===== src/logic/interval_timer_pkg.sv =====
// constants, layouts and states shared by the interval timer
// assumes a 20 MHz system clock and a 32.768 kHz crystal level on a pin
package interval_timer_pkg;
	localparam int CLK_HZ = 20_000_000;
	localparam int XTAL_HZ = 32_768;
	localparam int XTAL_HALF_CYC = CLK_HZ / (2 * XTAL_HZ);
	localparam int PRE_W = 15;
	localparam int TIMER_W = 24;
	localparam int SET_W = 11;
	// prescaler bit that runs at 1.024 kHz; bit SET_W-1 above it is 1 Hz
	localparam int DIV_LSB = 4;
	localparam logic [PRE_W-1:0] PRE_LAST = 15'h7FFF;
	localparam logic [PRE_W-1:0] PRE_RST = 15'h0000;
	localparam logic [TIMER_W-1:0] TIMER_RST = 24'h000000;
	localparam logic [SET_W-1:0] SET_RST = 11'h000;
	// serial address, arbitrary value
	localparam logic [6:0] DEV_ADDR = 7'h32;
	localparam logic [7:0] PTR_SET_LO = 8'h00;
	localparam logic [7:0] PTR_SET_HI = 8'h01;
	localparam logic [7:0] PTR_TMR_0 = 8'h02;
	localparam logic [7:0] PTR_TMR_1 = 8'h03;
	localparam logic [7:0] PTR_TMR_2 = 8'h04;
	localparam logic [3:0] BITS_BYTE = 4'h8;

	typedef struct packed {
		logic scl;
		logic sda;
	} serial_pins_s;

	typedef enum logic [2:0] {
		S_IDLE,
		S_ADDR,
		S_ACK_A,
		S_WR,
		S_ACK_W,
		S_RD,
		S_RD_ACK,
		S_RD_LD
	} ser_state_e;
endpackage


===== src/logic/interval_timer.sv =====
// interval timer: crystal prescaler, seconds counter, gated interval output,
// two-wire serial slave for the setting and counter bytes
// assumes scl/sda/gate/crystal levels are already synchronous to clk_i
module interval_timer (
	input wire logic clk_i, // 20 MHz system clock
	input wire logic rst_i, // synchronous reset, active high
	input wire logic crystal_in_i, // crystal level
	output logic crystal_out_o, // inverted crystal drive
	input wire logic scl_i, // serial clock from host
	input wire logic sda_i, // serial data line level
	output logic sda_o, // serial data drive value
	output logic sda_oe_o, // high while pulling sda low
	input wire logic interval_gate_in_i, // interval output gate
	output logic int_o // interval output
);
	interval_timer_pkg::serial_pins_s pins_r;
	interval_timer_pkg::serial_pins_s pins_now;
	interval_timer_pkg::ser_state_e state_r;
	logic xtal_r;
	logic xtal_rise;
	logic [interval_timer_pkg::PRE_W-1:0] pre_r;
	logic sec_tick;
	logic [interval_timer_pkg::TIMER_W-1:0] timer_r;
	logic [interval_timer_pkg::SET_W-1:0] set_r;
	logic [interval_timer_pkg::SET_W-1:0] div_clk;
	logic [interval_timer_pkg::SET_W-1:0] pass;
	logic int_nxt;
	logic scl_rise;
	logic scl_fall;
	logic start_c;
	logic stop_c;
	logic [3:0] cnt_r;
	logic [7:0] shift_r;
	logic [7:0] ptr_r;
	logic ptr_done_r;
	logic rw_r;
	logic [7:0] rd_byte;

	assign pins_now.scl = scl_i;
	assign pins_now.sda = sda_i;
	assign xtal_rise = crystal_in_i & ~xtal_r;
	assign sec_tick = xtal_rise && (pre_r == interval_timer_pkg::PRE_LAST);
	assign scl_rise = pins_now.scl & ~pins_r.scl;
	assign scl_fall = ~pins_now.scl & pins_r.scl;
	assign start_c = pins_now.scl & pins_r.scl & pins_r.sda & ~pins_now.sda;
	assign stop_c = pins_now.scl & pins_r.scl & ~pins_r.sda & pins_now.sda;

	// crystal edge detect and inverting drive
	always_ff @(posedge clk_i) begin
		if (rst_i) begin
			xtal_r <= 1'b0;
			crystal_out_o <= 1'b1;
		end else begin
			xtal_r <= crystal_in_i;
			crystal_out_o <= ~crystal_in_i;
		end
	end

	always_ff @(posedge clk_i) begin
		if (rst_i) begin
			pre_r <= interval_timer_pkg::PRE_RST;
		end else if (xtal_rise) begin
			pre_r <= pre_r + 1'b1;
		end
	end

	always_ff @(posedge clk_i) begin
		if (rst_i) begin
			timer_r <= interval_timer_pkg::TIMER_RST;
		end else if (sec_tick) begin
			timer_r <= timer_r + 1'b1;
		end
	end

	genvar g;
	generate
		for (g = 0; g < interval_timer_pkg::SET_W; g++) begin : g_div
			assign div_clk[g] = pre_r[interval_timer_pkg::DIV_LSB + g];
			assign pass[g] = div_clk[g] | ~set_r[g];
		end
	endgenerate

	// gated AND of selected clocks, low when nothing selected
	assign int_nxt = interval_gate_in_i & (|set_r) & (&pass);

	always_ff @(posedge clk_i) begin
		if (rst_i) begin
			int_o <= 1'b0;
		end else begin
			int_o <= int_nxt;
		end
	end

	// readback byte for the current pointer
	always_comb begin
		case (ptr_r)
			interval_timer_pkg::PTR_SET_LO: rd_byte = set_r[7:0];
			interval_timer_pkg::PTR_SET_HI: rd_byte = {5'h00, set_r[10:8]};
			interval_timer_pkg::PTR_TMR_0: rd_byte = timer_r[7:0];
			interval_timer_pkg::PTR_TMR_1: rd_byte = timer_r[15:8];
			interval_timer_pkg::PTR_TMR_2: rd_byte = timer_r[23:16];
			default: rd_byte = 8'h00;
		endcase
	end

	always_ff @(posedge clk_i) begin
		if (rst_i) begin
			pins_r <= '{scl: 1'b1, sda: 1'b1};
		end else begin
			pins_r <= pins_now;
		end
	end

	always_ff @(posedge clk_i) begin
		sda_o <= 1'b0;
	end

	always_ff @(posedge clk_i) begin
		if (rst_i) begin
			state_r <= interval_timer_pkg::S_IDLE;
			cnt_r <= 4'h0;
			shift_r <= 8'h00;
			rw_r <= 1'b0;
			sda_oe_o <= 1'b0;
		end else if (stop_c) begin
			state_r <= interval_timer_pkg::S_IDLE;
			sda_oe_o <= 1'b0;
		end else if (start_c) begin
			state_r <= interval_timer_pkg::S_ADDR;
			cnt_r <= 4'h0;
			sda_oe_o <= 1'b0;
		end else if (scl_rise) begin
			case (state_r)
				interval_timer_pkg::S_ADDR, interval_timer_pkg::S_WR: begin
					shift_r <= {shift_r[6:0], pins_now.sda};
					cnt_r <= cnt_r + 1'b1;
				end
				interval_timer_pkg::S_RD: begin
					shift_r <= {shift_r[6:0], 1'b0};
					cnt_r <= cnt_r + 1'b1;
				end
				interval_timer_pkg::S_RD_ACK: begin
					state_r <= pins_now.sda ? interval_timer_pkg::S_IDLE
						: interval_timer_pkg::S_RD_LD;
				end
				default: begin
				end
			endcase
		end else if (scl_fall) begin
			case (state_r)
				interval_timer_pkg::S_ADDR: begin
					if (cnt_r == interval_timer_pkg::BITS_BYTE) begin
						if (shift_r[7:1] == interval_timer_pkg::DEV_ADDR) begin
							state_r <= interval_timer_pkg::S_ACK_A;
							rw_r <= shift_r[0];
							sda_oe_o <= 1'b1;
						end else begin
							state_r <= interval_timer_pkg::S_IDLE;
						end
					end
				end
				interval_timer_pkg::S_ACK_A, interval_timer_pkg::S_RD_LD: begin
					cnt_r <= 4'h0;
					if (rw_r) begin
						state_r <= interval_timer_pkg::S_RD;
						shift_r <= rd_byte;
						sda_oe_o <= ~rd_byte[7];
					end else begin
						state_r <= interval_timer_pkg::S_WR;
						sda_oe_o <= 1'b0;
					end
				end
				interval_timer_pkg::S_WR: begin
					if (cnt_r == interval_timer_pkg::BITS_BYTE) begin
						state_r <= interval_timer_pkg::S_ACK_W;
						sda_oe_o <= 1'b1;
					end
				end
				interval_timer_pkg::S_ACK_W: begin
					state_r <= interval_timer_pkg::S_WR;
					cnt_r <= 4'h0;
					sda_oe_o <= 1'b0;
				end
				interval_timer_pkg::S_RD: begin
					if (cnt_r == interval_timer_pkg::BITS_BYTE) begin
						state_r <= interval_timer_pkg::S_RD_ACK;
						sda_oe_o <= 1'b0;
					end else begin
						sda_oe_o <= ~shift_r[7];
					end
				end
				default: begin
				end
			endcase
		end
	end

	// pointer and setting writes, pointer steps per byte
	always_ff @(posedge clk_i) begin
		if (rst_i) begin
			ptr_r <= interval_timer_pkg::PTR_SET_LO;
			ptr_done_r <= 1'b0;
			set_r <= interval_timer_pkg::SET_RST;
		end else if (start_c) begin
			ptr_done_r <= 1'b0;
		end else if (scl_fall && state_r == interval_timer_pkg::S_WR
			&& cnt_r == interval_timer_pkg::BITS_BYTE) begin
			if (!ptr_done_r) begin
				ptr_r <= shift_r;
				ptr_done_r <= 1'b1;
			end else begin
				ptr_r <= ptr_r + 1'b1;
				if (ptr_r == interval_timer_pkg::PTR_SET_LO) begin
					set_r[7:0] <= shift_r;
				end else if (ptr_r == interval_timer_pkg::PTR_SET_HI) begin
					set_r[10:8] <= shift_r[2:0];
				end
			end
		end else if (scl_rise && state_r == interval_timer_pkg::S_RD_ACK) begin
			ptr_r <= ptr_r + 1'b1;
		end
	end
endmodule


===== config.mk =====
export PLATFORM = sky130hd
export DESIGN_NAME = interval_timer
export DESIGN_NICKNAME = d
export VERILOG_FILES = /design/src/logic/interval_timer_pkg.sv /design/src/logic/interval_timer.sv
export SDC_FILE = /design/constraint.sdc
export NUM_CORES = 1
export LEC_CHECK = 0
export BUFFER_PORTS_ARGS = -buffer_cell sky130_fd_sc_hd__buf_2
export CAP_MARGIN = 20
export CORE_ASPECT_RATIO = 1.5
export CORE_MARGIN = 3
export CORE_UTILIZATION = 40
export DETAILED_ROUTE_END_ITERATION = 16
export GPL_ROUTABILITY_DRIVEN = 0
export GPL_TIMING_DRIVEN = 0
export PLACE_DENSITY = 0.61
export SLEW_MARGIN = 30
export SYNTH_ARGS = -nofsm -noshare
export SYNTH_HDL_FRONTEND = slang
export SYNTH_SLANG_ARGS = --single-unit

===== constraint.sdc =====
create_clock -name clk_i -period 3.2 [get_ports clk_i]
set_clock_uncertainty 0.2 [all_clocks]
set_input_delay 0.32 -clock clk_i [delete_from_list [all_inputs] [get_ports clk_i]]
set_output_delay 0.32 -clock clk_i [all_outputs]
set_load 0.03 [all_outputs]

==> results of run 1 <==
==> logic make-up after synthesis <==
kind of cell / share of synthesized area
and+or+nand+nor: 0.302
AOI/OAI and AO/OA: 0.172
DFF: 0.357
buffers and inverters: 0.0465
xor gates and xnor gates: 0.0462
muxes: 0.0426
adders and majority gates: 0.0330
other: 0.000825
==> registers in the layout (all words and copies together), names as in the netlist, 2 cells and up <==
register and flops:
cnt_r 4, pins_r 2, pre_r 15, ptr_r 8, set_r 11, shift_r 8
state_r 3, timer_r 24
==> power by group <==
part           leakage (µW)  switching (µW)  internal, µW  total (µW)
Combinational      0.000884            57.2          26.1        83.2
Sequential         0.000654            5.36          1010        1020
Clock              0.000143             436           632        1070
Total               0.00168             499          1670        2170
==> worst max-delay path, cell delays in order, from the launching register on <==
cell      delay, ns
dfxtp_1        0.37
ha_1           0.20
nand4b_1       0.15
nor3_2         0.46
nand4_1        0.50
or4_1          0.63
a21oi_1        0.14
==> metal layers <==
metal  routed length, µm  share of wire  vias to the layer above
li1                    -              -                     2096
met1                4930           0.40                     1992
met2                6280           0.51                      104
met3                 406          0.033                       41
met4                 609          0.050                        0
met5                   0              0                        -
==> cells in the final DEF, fill, tap and decap left out, types with 3 or more instances in the layout <==
cell type | Yosys | routed
and2_1 | 10 | 10
mux2i_1 | 16 | 16
and3_1 | 8 | 8
ha_1 | 12 | 12
nand2b_1 | 8 | 8
or4_1 | 8 | 8
or2_2 | 4 | 4
nor4_1 | 5 | 5
xnor2_1 | 8 | 8
nor2b_1 | 9 | 9
nand4_1 | 19 | 19
and3b_1 | 3 | 3
and4b_1 | 3 | 3
a211oi_1 | 6 | 6
or3_1 | 9 | 9
a221oi_1 | 7 | 7
buf_2 | 1 | 7
mux2_2 | 3 | 3
a222oi_1 | 5 | 5
a22oi_1 | 5 | 5
o31ai_1 | 6 | 6
o21ai_0 | 28 | 28
buf_1 | 3 | 3
xor2_1 | 16 | 16
nor3b_1 | 4 | 4
nand2_1 | 36 | 36
o22ai_1 | 3 | 3
clkbuf_1 | 26 | 27
nor2_1 | 66 | 66
clkbuf_16 | 0 | 9
inv_1 | 24 | 24
dfxtp_1 | 81 | 81
nor3_1 | 19 | 19
nand3b_1 | 4 | 4
a31oi_1 | 6 | 6
nand3_1 | 19 | 19
a21oi_1 | 37 | 37
==> metrics by stage <==
stage	power, µW	std cells	hold WS (ns)	instance area (µm²)	util
after floorplan	1100	565	0.227	4550	-
after global placement	1120	718	0.276	4760	0.431
after detailed placement	1130	718	0.294	4760	0.431
after global routing	2240	734	0.0605	5070	0.458
after CTS	2190	734	0.0309	5070	0.458
final	2170	734	0.0358	5070	0.458
==> cell type report <==
type / instances / area, µm² / area share
clock buffers: 11 / 243 / 0.0479
inverters: 24 / 90.1 / 0.0178
flip-flops and latches: 81 / 1620 / 0.320
well taps: 147 / 184 / 0.0363
multi-input cells: 429 / 2720 / 0.536
plain buffers: 31 / 121 / 0.0240
clock inverters: 5 / 62.6 / 0.0123
repair buffers: 6 / 30.0 / 0.00593
==> worst max-delay path by stage <==
stage                          startpoint                        to  slack [ns]  cells after the start
floorplan           pre_r[0]$_SDFFE_PP0P_  timer_r[19]$_SDFFE_PP0P_        0.83                      7
global placement    pre_r[0]$_SDFFE_PP0P_  timer_r[21]$_SDFFE_PP0P_        0.53                      6
detailed placement  pre_r[0]$_SDFFE_PP0P_  timer_r[21]$_SDFFE_PP0P_        0.46                      6
CTS                 pre_r[0]$_SDFFE_PP0P_  timer_r[21]$_SDFFE_PP0P_        0.44                      6
global route        pre_r[0]$_SDFFE_PP0P_  timer_r[21]$_SDFFE_PP0P_        0.26                      6
finish              pre_r[0]$_SDFFE_PP0P_  timer_r[21]$_SDFFE_PP0P_        0.47                      6
==> results_dict.tcl, run 1 <==
set metrics [dict create \
    start_util 0.411 \
    port_buffers 6 \
    grtUsageMet1 0.217 \
    postCtsHoldBufs 0 \
    grt_overflow_total 0 \
    drc 0 \
    dp_slack_ns 0.460 \
    tritoncts "done" \
    dr.pass1.iters 7 \
    num_antenna_cells 0 \
    ys_ff_latch 81 \
    finalHoldViolCount 0 \
    timing.final.ws_setup_ns 0.474 \
    drt_iter0_markers 258 \
    grt_util_met2 0.357 \
    h-tree-depth 3 \
    yosysUniqueCellTypes 66 \
    cts_buffer_depth 2 \
    fin_nets 600 \
    netlist.area_leader.share 0.357 \
    rows 47 \
    synthFlopType "dfxtp_1" \
    ys_seq_area_frac 0.357 \
    syn2layout_area_growth_pct 11.4 \
    ioPinCount 10 \
    cp-end-kind "register" \
    worst_r2r_endpoint "timer_r[21]$_SDFFE_PP0P_" \
    min_from "scl_i" \
    slew_headroom 0.491 \
    synthArstFlopShare 0 \
    die_h_um 137 \
    cp-start-kind "register" \
    cts_buffers 9 \
    die_area_um2 12700 \
    rsz0062_at_grt "false" \
    postCtsSetupBuffers 0 \
    max-cap-violations 0 \
    p_leak_uw 0.00168 \
    final_max_slew_viol_count 0 \
    grt_busiest_layer "met2" \
    grt_pass1_vias 4036 \
    num_vias 4233 \
    synth-edff-count 0 \
    drive_gt1_frac 0.0664 \
    fin_crit_sh 0.852 \
    drt_wl_total_mm 12.2 \
    grt_usage 0.198 \
    cts-root-buf "clkbuf_16" \
    synth_area_leaders "dfxtp_1 36%, nor2_1 5.4%, a21oi_1 4.1%" \
    yosysMostFrequentCell "dfxtp_1" \
    grt_pass1_wl_mm 20.0 \
    required_ns 3.27 \
    ys_warn_count 0 \
    path_class "reg -> reg" \
    synth_area_um2 4550 \
    wl_per_cell_um 16.7 \
    r2r_start "pre_r[0]$_SDFFE_PP0P_" \
    dp.final_hpwl_mm 9.18 \
    reg2reg_depth 6 \
    tightestPinTransition_ns 0.756 \
    min_path_cells 2 \
    yosysTopAreaCell "dfxtp_1" \
    powerDensity_nw_per_um2 428 \
    syn_nets 583 \
    peakVddDrop_uv 333 \
    fin_crit_ns 2.73 \
    met3_usage 0.0314 \
    clk_pin_slew_worst_paths_ns 0.06 \
    path_max_fanout 10 \
    routed_via_density 5.77 \
    nFillCells 1165 \
    grt_max_degree 15 \
    clock_latency_ns 0.34 \
    cts_resized 0 \
    holdPathEnd "pins_r[1]$_SDFF_PP1_" \
    antenna_found_initial 0 \
    ys_top_cells_by_count "81 x dfxtp_1, 66 x nor2_1, 37 x a21oi_1" \
    postRouteAntennaNets 0 \
    arrival_ns 2.80 \
    core_area_um2 11100 \
    fmax_mhz 367 \
    clock_sinks 81 \
    min_path_type "in -> reg" \
    setup_viol 0 \
    syn_avg_cell_area_um2 8.05 \
    outcome "finished, final reports clean" \
    r2r_slack_ns 0.47 \
    syn_inst 565 \
    final.setup.tns_ns 0 \
    die_w_um 93.1 \
]
No activity file was read; power rests on OpenSTA's default activity.
==> run 2: changes to the inputs <==
Settings changed: BUFFER_PORTS_ARGS -buffer_cell sky130_fd_sc_hd__buf_2 to default, DONT_BUFFER_PORTS from default to 1, PLACE_DENSITY 0.61 to 0.6.
==> results_dict.tcl, run 2 (synthesis results as in run 1) <==
set metrics [dict create \
    h-tree-depth 3 \
    setup_viol 0 \
    tightestPinTransition_ns 0.796 \
    p_leak_uw 0.00167 \
    grt_overflow_total 0 \
    routed_via_density 5.75 \
    dp.final_hpwl_mm 9.34 \
    grt_pass1_wl_mm 20.6 \
    clock_latency_ns 0.33 \
    layout_commonest_cell "dfxtp_1" \
    antenna_found_initial 0 \
    fin_crit_sh 0.857 \
    cts-root-buf "clkbuf_16" \
    drc 0 \
    drt_iter0_markers 243 \
    cts_buffer_depth 2 \
    fin_util 0.458 \
    port_buffers 0 \
    min_path_cells 3 \
    outcome "finished, final reports clean" \
    fmax_mhz 365 \
    die_h_um 137 \
    critPathMaxStageDelay_ns 0.63 \
    die_area_um2 12700 \
    power.internal_uw 1720 \
    num_vias 4191 \
    swShare 0.211 \
    reg.largest.list "timer_r (24), pre_r (15), set_r (11)" \
    peakVddDrop_uv 267 \
    drive_gt1_frac 0.0550 \
    grt_pass1_vias 4138 \
    fin_crit_ns 2.74 \
    timing.final.ws_setup_ns 0.457 \
    rsz0062_at_grt "false" \
    cp-start-kind "register" \
    num_antenna_cells 0 \
    largest-register "timer_r" \
    die_w_um 93.1 \
    rows 47 \
    final_max_slew_viol_count 0 \
    core_area_um2 11100 \
    postCtsSetupBuffers 0 \
    path_class "reg -> reg" \
    largest_register_ffs 24 \
    fin_nets 596 \
    powerDensity_nw_per_um2 430 \
    required_ns 3.25 \
    syn2layout_area_growth_pct 11.3 \
    dr.pass1.iters 6 \
    arrival_ns 2.80 \
    slew_headroom 0.463 \
    seqPwrFrac 0.469 \
    final_cell_mix "81 x dfxtp_1, 66 x nor2_1, 37 x a21oi_1" \
    grt_usage 0.203 \
    ioPinCount 10 \
    path_max_fanout 10 \
    tritoncts "done" \
    crit_chain "ha_1, nand4b_1, nor3_2, nand4_1, or4_1, a21oi_1" \
    drt_wl_total_mm 12.3 \
    dp_slack_ns 0.450 \
    reg2reg_depth 6 \
    min_path_type "in -> reg" \
    clockPowerShare 0.494 \
    final.setup.tns_ns 0 \
    pwr-share-comb 0.038 \
    start_util 0.411 \
    postRouteAntennaNets 0 \
    max-cap-violations 0 \
    finalHoldViolCount 0 \
    crit_slowest_cell "or4_1" \
    p_sw_uw 460 \
    wl_per_cell_um 16.9 \
    cp-end-kind "register" \
    grt_max_degree 14 \
    clock_sinks 81 \
    clk_pin_slew_worst_paths_ns 0.06 \
    cts_buffers 9 \
]
==> run 2: final timing paths <==
path | start | endpoint | slack (ns)
worst max register to register | pre_r[0]$_SDFFE_PP0P_ | timer_r[21]$_SDFFE_PP0P_ | 0.46
worst max-delay path | pre_r[0]$_SDFFE_PP0P_ | timer_r[21]$_SDFFE_PP0P_ | 0.46
worst min-delay path | interval_gate_in_i | int_o$_SDFF_PP0_ | 0.05
worst min register to register | timer_r[23]$_SDFFE_PP0P_ | timer_r[23]$_SDFFE_PP0P_ | 0.29
==> run 2: critical path, delay by kind of cell, from the launching register on <==
kind,cells,cell delay [ns]
fa+ha+maj,1,0.20
simple gates,4,1.77
flops,1,0.36
compound gates,1,0.14
==> run 2: layer usage <==
layer / global-route usage / vias to the layer above / wire, µm
met5: 0 / - / 0
met2: 0.366 / 104 / 6400
met3: 0.0286 / 35 / 455
met1: 0.227 / 1978 / 4950
met4: 0.111 / 0 / 535
li1: - / 2074 / -
==> run 2: final cells by class <==
type | count | area (µm²)
Buffer | 31 | 121
Clock buffer | 10 | 229
Clock inverter | 5 | 81.3
Fill cell | 1170 | 5990
Inverter | 24 | 90.1
Multi-Input combinational cell | 429 | 2720
Sequential cell | 81 | 1620
Tap cell | 147 | 184
Timing Repair Buffer | 2 | 20.0
==> run 2: power by group through the flow <==
stage               logic [µW]  clock network [µW]  registers (µW)
finish                    82.0                1080            1020
global route              90.8                1140            1020
CTS                       81.4                1090            1020
detailed placement        79.2                   0            1040
global placement          77.4                   0            1040
floorplan                 57.2                   0            1040
==> run 2: through the flow <==
stage | area [µm²] | hold WS, ns | power (µW) | cells
after floorplan | 4550 | 0.227 | 1100 | 565
after global placement | 4730 | 0.229 | 1120 | 712
after detailed placement | 4730 | 0.233 | 1120 | 712
after CTS | 5060 | 0.0527 | 2190 | 729
after global routing | 5060 | 0.0756 | 2250 | 729
final | 5060 | 0.0539 | 2180 | 729
==> run 2: what timing repair did <==
item | CTS | global route
gates resized for setup | 0 | 0
endpoints found under the hold margin | 3 | 0
hold buffers | 2 | 0
==> run 3: changes to the inputs <==
Settings changed: CORE_ASPECT_RATIO 1.5 to default.
==> results_dict.tcl, run 3 (synthesis results as in run 1) <==
set metrics [dict create \
    outcome "finished, final reports clean" \
    cts_resized 0 \
    clk_pin_slew_worst_paths_ns 0.06 \
    regArea_um2 1620 \
    cp-start-kind "register" \
    cp-end-kind "register" \
    critPathMaxStageDelay_ns 0.63 \
    num_antenna_cells 0 \
    die_w_um 113 \
    cts_buffers 9 \
    rows 38 \
    peakVddDrop_uv 392 \
    tritoncts "done" \
    clock_latency_ns 0.35 \
    final_max_slew_viol_count 0 \
    antenna_found_initial 0 \
    tightestPinTransition_ns 0.724 \
    routed_via_density 5.81 \
    fin_nets 596 \
    drt_iter0_markers 309 \
    postRouteAntennaNets 0 \
    rsz0062_at_grt "false" \
    min_path_cells 3 \
    p_leak_uw 0.00166 \
    postCtsSetupBuffers 0 \
    dp.cells 705 \
    fin_crit_sh 0.856 \
    required_ns 3.28 \
    finalHoldViolCount 0 \
    min_path_type "in -> reg" \
    fin_cells 723 \
    crit_slowest_cell "or4_1" \
    path_class "reg -> reg" \
    largest_register_ffs 24 \
    drc 0 \
    grt_pass1_vias 4070 \
    drive_gt1_frac 0.0566 \
    grt_max_degree 15 \
    multi_input_area_um2 2720 \
    cts-root-buf "clkbuf_16" \
    slew_headroom 0.512 \
    final.setup.tns_ns 0 \
    cp.depth 6 \
    grt_pass1_wl_mm 20.4 \
    final_cell_mix "81 x dfxtp_1, 66 x nor2_1, 37 x a21oi_1" \
    drt_wl_total_mm 12.0 \
    layout_commonest_cell "dfxtp_1" \
    nFillCells 1074 \
    critical-path-top-delay-family "simple AND/OR/NAND/NOR gates" \
    cts_buffer_depth 2 \
    start_util 0.414 \
    r2r_slack_ns 0.46 \
    largest-register "timer_r" \
    wl_per_cell_um 16.6 \
    arrival_ns 2.82 \
    fmax_mhz 365 \
    dr.pass1.iters 6 \
    num_vias 4204 \
    grt_overflow_total 0 \
    die_h_um 113 \
    powerDensity_nw_per_um2 431 \
    grt_usage 0.198 \
    port_buffers 0 \
    path_buf_inv 0 \
    core_area_um2 11000 \
    syn2layout_area_growth_pct 11.0 \
    h-tree-depth 3 \
    fin_hold_ws_ns 0.0662 \
    reg2reg_depth 6 \
    fin_crit_ns 2.74 \
    ioPinCount 10 \
    dp.final_hpwl_mm 8.66 \
    path_max_fanout 10 \
    die_area_um2 12700 \
    postCtsHoldBufs 2 \
    reg.largest.list "timer_r (24), pre_r (15), set_r (11)" \
    max-cap-violations 0 \
    crit_chain "ha_1, nand4b_1, nor3_2, nand4_1, or4_1, a21oi_1" \
    clock_sinks 81 \
    setup_viol 0 \
]
==> run 3: cell count changes in the layout (fill, tap and decap cells not counted), sizes merged <==
cell,change
inv,+2
clkinv,-2
clkbuf,+1
bufinv,-1
clkinvlp,+1
==> run 3: metal layers <==
metal | routed length (µm) | vias to the layer above | GRT usage
li1 | - | 2086 | -
met1 | 5870 | 1987 | 0.280
met2 | 5250 | 105 | 0.295
met3 | 600 | 26 | 0.0437
met4 | 254 | 0 | 0.0745
met5 | 0 | - | 0
==> run 3: area by class of cell <==
| class | count | share of cell area |
|---|---|---|
| Buffer | 31 | 0.0240 |
| Tap cell | 140 | 0.0347 |
| Sequential cell | 81 | 0.321 |
| Multi-Input combinational cell | 429 | 0.538 |
| Timing Repair Buffer | 2 | 0.00397 |
| Inverter | 24 | 0.0178 |
| Clock inverter | 5 | 0.0124 |
| Clock buffer | 11 | 0.0481 |
==> run 3: final timing paths <==
path | from | endpoint
setup / recovery | pre_r[0]$_SDFFE_PP0P_ | timer_r[21]$_SDFFE_PP0P_
hold / removal | interval_gate_in_i | int_o$_SDFF_PP0_
setup reg to reg | pre_r[0]$_SDFFE_PP0P_ | timer_r[21]$_SDFFE_PP0P_
hold reg to reg | timer_r[23]$_SDFFE_PP0P_ | timer_r[23]$_SDFFE_PP0P_
==> run 3: stage by stage <==
step | total power, µW | setup slack (ns) | area [µm²] | util
global placement | 1120 | 0.540 | 4720 | 0.430
floorplan | 1100 | 0.827 | 4550 | -
global route | 2240 | 0.180 | 5050 | 0.460
CTS | 2200 | 0.454 | 5050 | 0.460
detailed placement | 1120 | 0.476 | 4720 | 0.430
finish | 2170 | 0.460 | 5050 | 0.460
==> run 3: worst reg2reg max path, cell delays in order, from the launching register on <==
cell and delay, ns:
dfxtp_1 0.37, ha_1 0.21, nand4b_1 0.16, nor3_2 0.47
nand4_1 0.50, or4_1 0.63, a21oi_1 0.15
==> run 3: where the power goes <==
group | switching, µW | total, µW | internal (µW)
clock | 441 | 1070 | 632
sequential | 6.96 | 1020 | 1010
combinational | 54.3 | 80.3 | 26.1
total | 502 | 2170 | 1670
